==> src/asq_consts.svh <==
// register offsets, field positions, reset values and timing counts for the converter sequencer
`ifndef ASQ_CONSTS_SVH
`define ASQ_CONSTS_SVH

`define ASQ_OFF_CTRL_A      4'h0
`define ASQ_OFF_CTRL_B      4'h4
`define ASQ_OFF_CTRL_C      4'h8
`define ASQ_OFF_DMA_SIZE    4'hC

`define ASQ_A_ON            15
`define ASQ_A_ORDER         12
`define ASQ_A_WIDE          10
`define ASQ_A_TRIG_HI       7
`define ASQ_A_TRIG_LO       5
`define ASQ_A_PAR           3
`define ASQ_A_AUTO          2
`define ASQ_A_ACQ           1
`define ASQ_A_DONE          0
`define ASQ_A_WMASK         16'h94EE

`define ASQ_B_CHANNEL_COUNT_SELECT_HI       9
`define ASQ_B_CHANNEL_COUNT_SELECT_LO       8
`define ASQ_B_RATE_HI       5
`define ASQ_B_RATE_LO       2
`define ASQ_B_WMASK         16'h033C

`define ASQ_C_RC            15
`define ASQ_C_WMASK         16'h9FFF
`define ASQ_D_WMASK         16'h0007

`define ASQ_RESET_VAL       16'h0000

`define ASQ_TRIG_MANUAL     3'h0
`define ASQ_TRIG_T3         3'h2
`define ASQ_TRIG_T5         3'h4
`define ASQ_TRIG_AUTO       3'h7

`define ASQ_DIV_MAX         8'h3F
`define ASQ_CONV_TADS       5'h0E
`endif

==> src/asq_pkg.sv <==
// types for the converter sequencer
package asq_pkg;
  typedef enum logic [1:0]
  {
    ST_OFF  = 2'b00,
    ST_ACQ  = 2'b01,
    ST_CONV = 2'b10,
    ST_IDLE = 2'b11
  } asq_state_t;

  typedef struct packed
  {
    logic        req;
    logic [10:0] addr;
  } asq_dma_t;
endpackage

==> src/asq_sequencer.sv <==
// converter sequencer with wishbone registers, conversion clock and dma address generation
`timescale 1ns/1ps
`include "asq_consts.svh"

// How it works
// - a dma request pulses each time the conversion flag is set
// - address advances or flag raises once every rate-plus-one conversions
// - order bit set gives sequential address, else input index times buffer size
// - buffer size field reserves two to the power of code words per input
// - trigger 100 uses timer 5 compare, 010 uses timer 3 compare
// - non-manual trigger: hardware clears acquire bit on the trigger
// - auto restart sets acquire bit after every conversion
// - done bit is set when a conversion cycle finishes
// - software may only clear done; clearing leaves conversion running
// - done bit clears itself when a new conversion starts
// - parallel hold samples channels together, else one after another
// - in wide mode the parallel hold bit reads zero
// - clock source bit picks the rc clock when set
// - divider is ignored while the rc clock is selected
// - resolution bit forces single-channel operation when set, else the channel count field picks one, two or four channels
module asq_sequencer
#(
  parameter int CONV_TADS = 14
)
(
  input  wire logic        I_CLK_SYS,
  input  wire logic        I_RESET_N,
  input  wire logic        i_wb_cyc,
  input  wire logic        i_wb_stb,
  input  wire logic        i_wb_we,
  input  wire logic [3:0]  i_wb_adr,
  input  wire logic [1:0]  i_wb_sel,
  input  wire logic [15:0] i_wb_dat,
  output logic      [15:0] o_wb_dat,
  output logic             o_wb_ack,
  input  wire logic        i_t3_cmp,
  input  wire logic        i_t5_cmp,
  input  wire logic        i_ext_trig,
  input  wire logic        i_rc_tick,
  input  wire logic [3:0]  i_input_idx,
  output logic             o_dma_req,
  output logic      [10:0] o_dma_addr,
  output logic             o_irq_flag,
  output logic      [3:0]  o_hold_track,
  output logic             o_convert
);

  ////////////////////////////////////////////////////////////////////////
  logic [15:0] ctl_a_r, ctl_a_nxt, ctl_b_r, ctl_b_nxt, ctl_c_r, ctl_c_nxt, ctl_d_r, ctl_d_nxt;
  logic [15:0] rd_nxt, wmask, wdat;
  logic        ack_nxt;
  logic        wr_go;
  logic        hw_acq_set, hw_acq_clr, hw_done_set, hw_done_clr;
  logic        wide;
  logic [2:0]  trig;

  assign wide  = ctl_a_r[`ASQ_A_WIDE];
  assign trig  = ctl_a_r[`ASQ_A_TRIG_HI:`ASQ_A_TRIG_LO];
  assign wr_go = i_wb_cyc && i_wb_stb && i_wb_we && o_wb_ack; // lands on the edge that ack is seen
  assign wmask = {{8{i_wb_sel[1]}}, {8{i_wb_sel[0]}}};

  always_comb
  begin
    ctl_a_nxt = ctl_a_r;
    ctl_b_nxt = ctl_b_r;
    ctl_c_nxt = ctl_c_r;
    ctl_d_nxt = ctl_d_r;
    wdat      = i_wb_dat;
    ack_nxt   = i_wb_cyc && i_wb_stb && !o_wb_ack;
    if (wr_go)
    begin
      unique case (i_wb_adr)
        `ASQ_OFF_CTRL_A:
        begin
          // done bit: a written one is dropped, zero clears it
          wdat[`ASQ_A_DONE] = i_wb_dat[`ASQ_A_DONE] & ctl_a_r[`ASQ_A_DONE];
          ctl_a_nxt = (ctl_a_r & ~(wmask & (`ASQ_A_WMASK | 16'h0001))) |
                      (wdat & wmask & (`ASQ_A_WMASK | 16'h0001));
        end
        `ASQ_OFF_CTRL_B:   ctl_b_nxt = (ctl_b_r & ~(wmask & `ASQ_B_WMASK)) | (i_wb_dat & wmask & `ASQ_B_WMASK);
        `ASQ_OFF_CTRL_C:   ctl_c_nxt = (ctl_c_r & ~(wmask & `ASQ_C_WMASK)) | (i_wb_dat & wmask & `ASQ_C_WMASK);
        `ASQ_OFF_DMA_SIZE: ctl_d_nxt = (ctl_d_r & ~(wmask & `ASQ_D_WMASK)) | (i_wb_dat & wmask & `ASQ_D_WMASK);
        default:           ctl_d_nxt = ctl_d_r;
      endcase
    end
    // hardware events win over software writes
    if (hw_acq_clr)
      ctl_a_nxt[`ASQ_A_ACQ] = 1'b0;
    if (hw_acq_set)
      ctl_a_nxt[`ASQ_A_ACQ] = 1'b1;
    if (hw_done_clr)
      ctl_a_nxt[`ASQ_A_DONE] = 1'b0;
    if (hw_done_set)
      ctl_a_nxt[`ASQ_A_DONE] = 1'b1;
    if (!ctl_a_nxt[`ASQ_A_ON])
      ctl_a_nxt[`ASQ_A_ACQ] = 1'b0;
  end

  always_comb
  begin
    rd_nxt = 16'h0000;
    unique case (i_wb_adr)
      `ASQ_OFF_CTRL_A:
      begin
        rd_nxt = ctl_a_r;
        if (wide)
          rd_nxt[`ASQ_A_PAR] = 1'b0;
      end
      `ASQ_OFF_CTRL_B:
      begin
        rd_nxt = ctl_b_r;
        if (wide)
          rd_nxt[`ASQ_B_CHANNEL_COUNT_SELECT_HI:`ASQ_B_CHANNEL_COUNT_SELECT_LO] = 2'b00;
      end
      `ASQ_OFF_CTRL_C:   rd_nxt = ctl_c_r;
      `ASQ_OFF_DMA_SIZE: rd_nxt = ctl_d_r;
      default:           rd_nxt = 16'h0000;
    endcase
  end

  always_ff @(posedge I_CLK_SYS or negedge I_RESET_N)
  begin
    if (!I_RESET_N)
    begin
      ctl_a_r  <= `ASQ_RESET_VAL;
      ctl_b_r  <= `ASQ_RESET_VAL;
      ctl_c_r  <= `ASQ_RESET_VAL;
      ctl_d_r  <= `ASQ_RESET_VAL;
      o_wb_ack <= 1'b0;
      o_wb_dat <= 16'h0000;
    end
    else
    begin
      ctl_a_r  <= ctl_a_nxt;
      ctl_b_r  <= ctl_b_nxt;
      ctl_c_r  <= ctl_c_nxt;
      ctl_d_r  <= ctl_d_nxt;
      o_wb_ack <= ack_nxt;
      o_wb_dat <= rd_nxt;
    end
  end

  ////////////////////////////////////////////////////////////////////////
  // conversion clock tick
  logic [7:0] div_cnt_r, div_cnt_nxt, div_lim;
  logic       tad_tick;

  always_comb
  begin
    div_lim = (ctl_c_r[7:0] > `ASQ_DIV_MAX) ? `ASQ_DIV_MAX : ctl_c_r[7:0];
    div_cnt_nxt = (div_cnt_r >= div_lim) ? 8'h00 : div_cnt_r + 8'h01;
  end

  // rc source bypasses the divider entirely
  assign tad_tick = ctl_c_r[`ASQ_C_RC] ? i_rc_tick : (div_cnt_r >= div_lim);

  always_ff @(posedge I_CLK_SYS or negedge I_RESET_N)
  begin
    if (!I_RESET_N)
      div_cnt_r <= 8'h00;
    else
      div_cnt_r <= div_cnt_nxt;
  end

  ////////////////////////////////////////////////////////////////////////
  // sample and convert sequence
  asq_pkg::asq_state_t st_r, st_nxt;
  logic [4:0] tcnt_r, tcnt_nxt;
  logic [1:0] chan_r, chan_nxt, nchan;
  logic [3:0] grp_r, grp_nxt;
  logic [6:0] seq_r, seq_nxt;
  logic       trig_hit, par, conv_end, flag_nxt;
  logic [3:0] track_nxt;

  always_comb
  begin
    unique case (trig)
      `ASQ_TRIG_T3:   trig_hit = i_t3_cmp;
      `ASQ_TRIG_T5:   trig_hit = i_t5_cmp;
      3'h1:           trig_hit = i_ext_trig;
      `ASQ_TRIG_AUTO: trig_hit = tad_tick && (tcnt_r >= ctl_c_r[12:8]);
      default:        trig_hit = 1'b0;
    endcase
  end

  assign nchan = wide ? 2'd0 : (ctl_b_r[`ASQ_B_CHANNEL_COUNT_SELECT_HI] ? 2'd3 : {1'b0, ctl_b_r[`ASQ_B_CHANNEL_COUNT_SELECT_LO]});
  assign par   = ctl_a_r[`ASQ_A_PAR] && !wide;

  always_comb
  begin
    st_nxt      = st_r;
    tcnt_nxt    = tcnt_r;
    chan_nxt    = chan_r;
    grp_nxt     = grp_r;
    seq_nxt     = seq_r;
    hw_acq_set  = 1'b0;
    hw_acq_clr  = 1'b0;
    hw_done_set = 1'b0;
    hw_done_clr = 1'b0;
    conv_end    = 1'b0;
    flag_nxt    = 1'b0;
    track_nxt   = 4'h0;
    unique case (st_r)
      asq_pkg::ST_OFF:
      begin
        tcnt_nxt = 5'h00;
        chan_nxt = 2'd0;
        grp_nxt  = 4'h0;
        seq_nxt  = 7'h00;
        if (ctl_a_r[`ASQ_A_ON])
          st_nxt = asq_pkg::ST_IDLE;
      end
      asq_pkg::ST_IDLE:
        if (ctl_a_r[`ASQ_A_ACQ])
        begin
          st_nxt   = asq_pkg::ST_ACQ;
          tcnt_nxt = 5'h00;
        end
      asq_pkg::ST_ACQ:
      begin
        // parallel: all used holds track; sequential: only the current one
        track_nxt = par ? ((nchan == 2'd1) ? 4'h3 : (nchan == 2'd3) ? 4'hF : 4'h1)
                        : (4'h1 << chan_r);
        if (tad_tick && tcnt_r != 5'h1F)
          tcnt_nxt = tcnt_r + 5'h01;
        if (!ctl_a_r[`ASQ_A_ACQ] || (trig != `ASQ_TRIG_MANUAL && trig_hit))
        begin
          hw_acq_clr  = 1'b1;
          hw_done_clr = 1'b1;
          st_nxt      = asq_pkg::ST_CONV;
          tcnt_nxt    = 5'h00;
        end
      end
      asq_pkg::ST_CONV:
      begin
        if (tad_tick)
          tcnt_nxt = tcnt_r + 5'h01;
        if (tad_tick && tcnt_r == 5'(CONV_TADS - 1))
        begin
          conv_end    = 1'b1;
          hw_done_set = 1'b1;
          chan_nxt    = (chan_r == nchan) ? 2'd0 : chan_r + 2'd1;
          tcnt_nxt    = 5'h00;
          if (grp_r == ctl_b_r[`ASQ_B_RATE_HI:`ASQ_B_RATE_LO])
          begin
            grp_nxt  = 4'h0;
            seq_nxt  = seq_r + 7'h01;
            flag_nxt = 1'b1;
          end
          else
            grp_nxt = grp_r + 4'h1;
          hw_acq_set = ctl_a_r[`ASQ_A_AUTO];
          st_nxt     = ctl_a_r[`ASQ_A_AUTO] ? asq_pkg::ST_ACQ : asq_pkg::ST_IDLE;
        end
      end
    endcase
    if (!ctl_a_r[`ASQ_A_ON])
      st_nxt = asq_pkg::ST_OFF;
  end

  ////////////////////////////////////////////////////////////////////////
  // dma address
  logic [10:0] addr_nxt, sg_addr;
  assign sg_addr = 11'({i_input_idx, 7'h00} >> (3'd7 - ctl_d_r[2:0])) + 11'(seq_r & ((7'h01 << ctl_d_r[2:0]) - 7'h01));

  always_comb
  begin
    addr_nxt = o_dma_addr;
    if (flag_nxt)
      addr_nxt = ctl_a_r[`ASQ_A_ORDER] ? {4'h0, seq_r} : sg_addr;
  end

  always_ff @(posedge I_CLK_SYS or negedge I_RESET_N)
  begin
    if (!I_RESET_N)
    begin
      st_r         <= asq_pkg::ST_OFF;
      tcnt_r       <= 5'h00;
      chan_r       <= 2'd0;
      grp_r        <= 4'h0;
      seq_r        <= 7'h00;
      o_dma_req    <= 1'b0;
      o_irq_flag   <= 1'b0;
      o_dma_addr   <= 11'h000;
      o_hold_track <= 4'h0;
      o_convert    <= 1'b0;
    end
    else
    begin
      st_r         <= st_nxt;
      tcnt_r       <= tcnt_nxt;
      chan_r       <= chan_nxt;
      grp_r        <= grp_nxt;
      seq_r        <= seq_nxt;
      o_dma_req    <= flag_nxt;
      o_irq_flag   <= flag_nxt;
      o_dma_addr   <= addr_nxt;
      o_hold_track <= track_nxt;
      o_convert    <= (st_nxt == asq_pkg::ST_CONV);
    end
  end

  ////////////////////////////////////////////////////////////////////////
  property p_req_flag;
    @(posedge I_CLK_SYS) disable iff (!I_RESET_N)
      o_dma_req |-> o_irq_flag && $past(st_r) == asq_pkg::ST_CONV;
  endproperty
  a_req_flag: assert property (p_req_flag) else $error("dma request without conversion end");

  property p_done_set;
    @(posedge I_CLK_SYS) disable iff (!I_RESET_N)
      conv_end |=> ctl_a_r[`ASQ_A_DONE];
  endproperty
  a_done_set: assert property (p_done_set) else $error("done not set at conversion end");

  property p_done_clr;
    @(posedge I_CLK_SYS) disable iff (!I_RESET_N)
      (st_r == asq_pkg::ST_ACQ && st_nxt == asq_pkg::ST_CONV) |=> !ctl_a_r[`ASQ_A_DONE];
  endproperty
  a_done_clr: assert property (p_done_clr) else $error("done not cleared at conversion start");

  property p_auto;
    @(posedge I_CLK_SYS) disable iff (!I_RESET_N)
      (conv_end && ctl_a_r[`ASQ_A_AUTO] && ctl_a_r[`ASQ_A_ON]) |=> ctl_a_r[`ASQ_A_ACQ] && st_r == asq_pkg::ST_ACQ;
  endproperty
  a_auto: assert property (p_auto) else $error("auto restart did not resume sampling");

  property p_trig;
    @(posedge I_CLK_SYS) disable iff (!I_RESET_N)
      (st_r == asq_pkg::ST_ACQ && trig != `ASQ_TRIG_MANUAL && trig_hit && ctl_a_r[`ASQ_A_ON])
        |=> !ctl_a_r[`ASQ_A_ACQ] ##1 o_convert;
  endproperty
  a_trig: assert property (p_trig) else $error("trigger did not end sampling");

  property p_wide_par;
    @(posedge I_CLK_SYS) disable iff (!I_RESET_N)
      (wide && i_wb_cyc && i_wb_stb && !i_wb_we && i_wb_adr == `ASQ_OFF_CTRL_A) |=> !o_wb_dat[`ASQ_A_PAR];
  endproperty
  a_wide_par: assert property (p_wide_par) else $error("parallel bit visible in wide mode");

  property p_rate;
    @(posedge I_CLK_SYS) disable iff (!I_RESET_N)
      grp_r <= ctl_b_r[`ASQ_B_RATE_HI:`ASQ_B_RATE_LO] || st_r != asq_pkg::ST_CONV || $changed(ctl_b_r);
  endproperty
  a_rate: assert property (p_rate) else $error("group count passed rate");

  property p_rc;
    @(posedge I_CLK_SYS) disable iff (!I_RESET_N)
      ctl_c_r[`ASQ_C_RC] |-> tad_tick == i_rc_tick;
  endproperty
  a_rc: assert property (p_rc) else $error("rc clock not used");

endmodule

==> config.mk <==
export PLATFORM = sky130hd
export DESIGN_NAME = asq_sequencer
export DESIGN_NICKNAME = d
export VERILOG_FILES = /design/src/asq_pkg.sv /design/src/asq_sequencer.sv
export VERILOG_INCLUDE_DIRS = /design/src /design/src/src
export SDC_FILE = /design/constraint.sdc
export NUM_CORES = 1
export LEC_CHECK = 0
export ABC_AREA = 1
export ABC_CLOCK_PERIOD_IN_PS = 3650
export BUFFER_PORTS_ARGS = -buffer_cell sky130_fd_sc_hd__clkbuf_2
export CAP_MARGIN = 40
export CELL_PAD_IN_SITES_DETAIL_PLACEMENT = 1
export CELL_PAD_IN_SITES_GLOBAL_PLACEMENT = 1
export CORE_ASPECT_RATIO = 1.2
export CORE_UTILIZATION = 43
export CTS_CLUSTER_DIAMETER = 100
export DETAILED_ROUTE_END_ITERATION = 10
export HOLD_SLACK_MARGIN = 0.02
export PLACE_DENSITY = 0.82
export SLEW_MARGIN = 15
export SYNTH_ARGS = -nofsm -noshare
export SYNTH_HDL_FRONTEND = slang
export SYNTH_SLANG_ARGS = --single-unit
export TNS_END_PERCENT = 30
==> constraint.sdc <==
create_clock -name I_CLK_SYS -period 3.65 [get_ports I_CLK_SYS]
set_clock_uncertainty 0.15 [all_clocks]
set_input_delay 0.73 -clock I_CLK_SYS [delete_from_list [all_inputs] [get_ports I_CLK_SYS]]
set_output_delay 0.73 -clock I_CLK_SYS [all_outputs]
set_load 0.02 [all_outputs]
==> metrics.cfg <==
[run_status]
outcome=finished, final reports clean

[global_routing]
antenna_found_initial=0
grt_pass1_wl_mm=25.2
first_global_vias=5123
grt.overflow.total=0
grt_max_degree=94
track_usage_pct=24.6

[drt]
viasPerCell=5.35
drt_iter0_drc=178
routed_wl_mm=15.1
drc=0
avgRoutedWirePerCell_um=16.6
ant_nets=0
drt_pass1_iterations=4
dr_total_vias=4867

[logic_synthesis]
synth_edf_count=0
ys_seq_area_share_pct=43.1
syn_inst=677
ys.flop_type=dfrtp_1
ys_ff_latch=93
synth_cell_types=49
synthTopCellsByCount=159 x nand2_1, 93 x dfrtp_1, 88 x inv_1, 65 x nor2_1, 59 x o21ai_0
synth_top_area_share_pct=43.1
ys_warn_count=0
syn_avg_cell_area_um2=7.98
yosys-top-cells-area=dfrtp_1 43%, nand2_1 11%, ha_1 8.3%
yosys.area.top_type=dfrtp_1
synthArstFlopShare_pct=100
syn-cell-area_mm2=0.00540
yosysMostFrequentCell=nand2_1

[layout]
fill_cells=1537
insertedDiodeCount=0
nets=816
finalNonFillerCells=910
layout-drive-gt1-share_pct=14.4
area_growth_pct=14.4

[timing]
fmax_ghz=0.311
fin_crit_sh_pct=88.2
setup_tns_ns=0
hold_viol=0
relSlewSlack_pct=61.4
slew_viol_final=0
rsz0062_at_grt=no
layout_min_cycle_time_ns=3.22
setup_viol=0
worstMarginPinSlew_ns=0.578

[clock_network]
cts_buffers=9
htreeDepth=3
cts_resized=0
clk_path_buf_depth=2
cts_root_buffer=clkbuf_16
cts.sinks=93
hold_buffers=0
clkLatencyLatePin_ns=0.34
clkTransAtPathRegs_ns=0.07
cts_setup_buffers=0
cts_tree=done

[setup_path]
path_buf_inv=2
cp_top_family=simple AND/OR/NAND/NOR gates
crit_path_max_fanout=13
end_kind=flip-flop
path_class=flip-flop to flip-flop
cp_data_required_time_ns=3.74
slowest_stage=dfrtp_1
path_cells=nor2_1 > nand2_1 > ha_1 > nor2_1 > inv_1 > fa_1 > inv_1 > nand3_1 > nand2_1 > nand2_1 > nand2_1 > nand2_1 > nand2_1 > nand2_1 > nand2_1 > nand3_1 > nor3_1 > nor2_1 > nand3_1 > nand2_1
cpMostUsedCell=nand2_1
crit_path_start_kind=flip-flop
arrival_ns=3.31
max_stage_delay_ns=0.51

[die]
num_io_pins=70
rows=44
core_area_mm2=0.0122
start_util_pct=44.4
fp.dieW_um=104
die-area_mm2=0.0130
die_h_um=125

[pwr]
pwr_density_cell_mw_per_mm2=468
ir_drop_mv=0.233
cellLeakagePower_nw=3.16

[placement]
io_buffers=65
place_congestion=0.850
dp_cells=894
dp_hpwl_mm=11.5

[min_path]
holdCritPathClass=input pin to async pin

[flow_run]
drv_cap=0

## where the power goes
part           internal (mW)  switching, mW
clock                  0.520          0.398
sequential              1.12         0.0942
combinational          0.241          0.521
total                   1.88           1.01
## per-layer routing
metal | global-route usage (%) | share of wire [%] | up-vias
met1 | 29.3 | 42 | 2421
met2 | 44.2 | 53 | 88
met5 | 0 | 0 | -
li1 | - | - | 2337
met4 | 8.91 | 2.4 | 0
met3 | 3.98 | 3.0 | 21
## through the flow
step	power, mW	instance area, um^2	utilization (%)	worst slack (ns)	hold slack, ns
after floorplan	1.73	5410	-	0.757	0.284
after global placement	1.92	5890	48.4	0.501	0.283
after detailed placement	1.98	5890	48.4	0.429	0.297
after CTS	2.92	6180	50.8	0.435	0.301
after global routing	3.06	6180	50.8	0.0648	0.326
final	2.89	6180	50.8	0.430	0.229
## worst paths after layout
kind	start	end	slack (ns)	depth (start not counted)
max	flip-flop	o_dma_addr[10]	0.43	20
max in group asynchronous	I_RESET_N	st_r[0]	2.63	2
max reg2reg	flip-flop	o_dma_addr[10]	0.43	20
min in group I_CLK_SYS	o_wb_ack	o_wb_ack	0.30	1
min reg2reg	o_wb_ack	o_wb_ack	0.30	1
min	I_RESET_N	o_dma_addr[8]	0.23	2
## placed cells by master (no fill, tap or decap), types with 4 or more instances in the layout
| cell type | synthesis | layout |
|---|---|---|
| o22ai_1 | 7 | 7 |
| ha_1 | 36 | 36 |
| o21ai_1 | 6 | 6 |
| nand2_1 | 159 | 159 |
| xor2_1 | 7 | 7 |
| a21oi_1 | 35 | 35 |
| nor2_1 | 65 | 65 |
| conb_1 | 2 | 4 |
| o31ai_1 | 4 | 4 |
| o21ai_0 | 59 | 59 |
| o211ai_1 | 6 | 6 |
| clkbuf_2 | 0 | 64 |
| nand4_1 | 8 | 8 |
| clkbuf_16 | 0 | 9 |
| o21ai_2 | 5 | 5 |
| nand3_1 | 34 | 34 |
| dfrtp_1 | 93 | 93 |
| nor3_1 | 8 | 8 |
| inv_1 | 88 | 88 |
## final cells by class
cell class | instances | area [um^2] | share of cell area (%)
repair buffers | 67 | 355 | 5.75
inverters | 93 | 357 | 5.77
clock inverters | 2 | 16.3 | 0.263
well taps | 161 | 201 | 3.26
multi-input cells | 480 | 2650 | 42.9
clock buffers | 14 | 274 | 4.43
flip-flops and latches | 93 | 2330 | 37.7
## cells by family (layout without fill, tap and decap cells)
kind of cell / count (synthesis) / in the layout / synth area share [%]
AND/OR/NAND/NOR: 298 / 298 / 24.6
buffers and inverters: 106 / 176 / 7.99
AO/OA/AOI/OAI: 131 / 131 / 13.8
adder cells (fa/ha/maj): 37 / 37 / 8.71
XOR/XNOR: 10 / 10 / 1.62
other: 2 / 4 / 0.139
flip-flops: 93 / 93 / 43.1
Power figures use the tool's default switching activity.
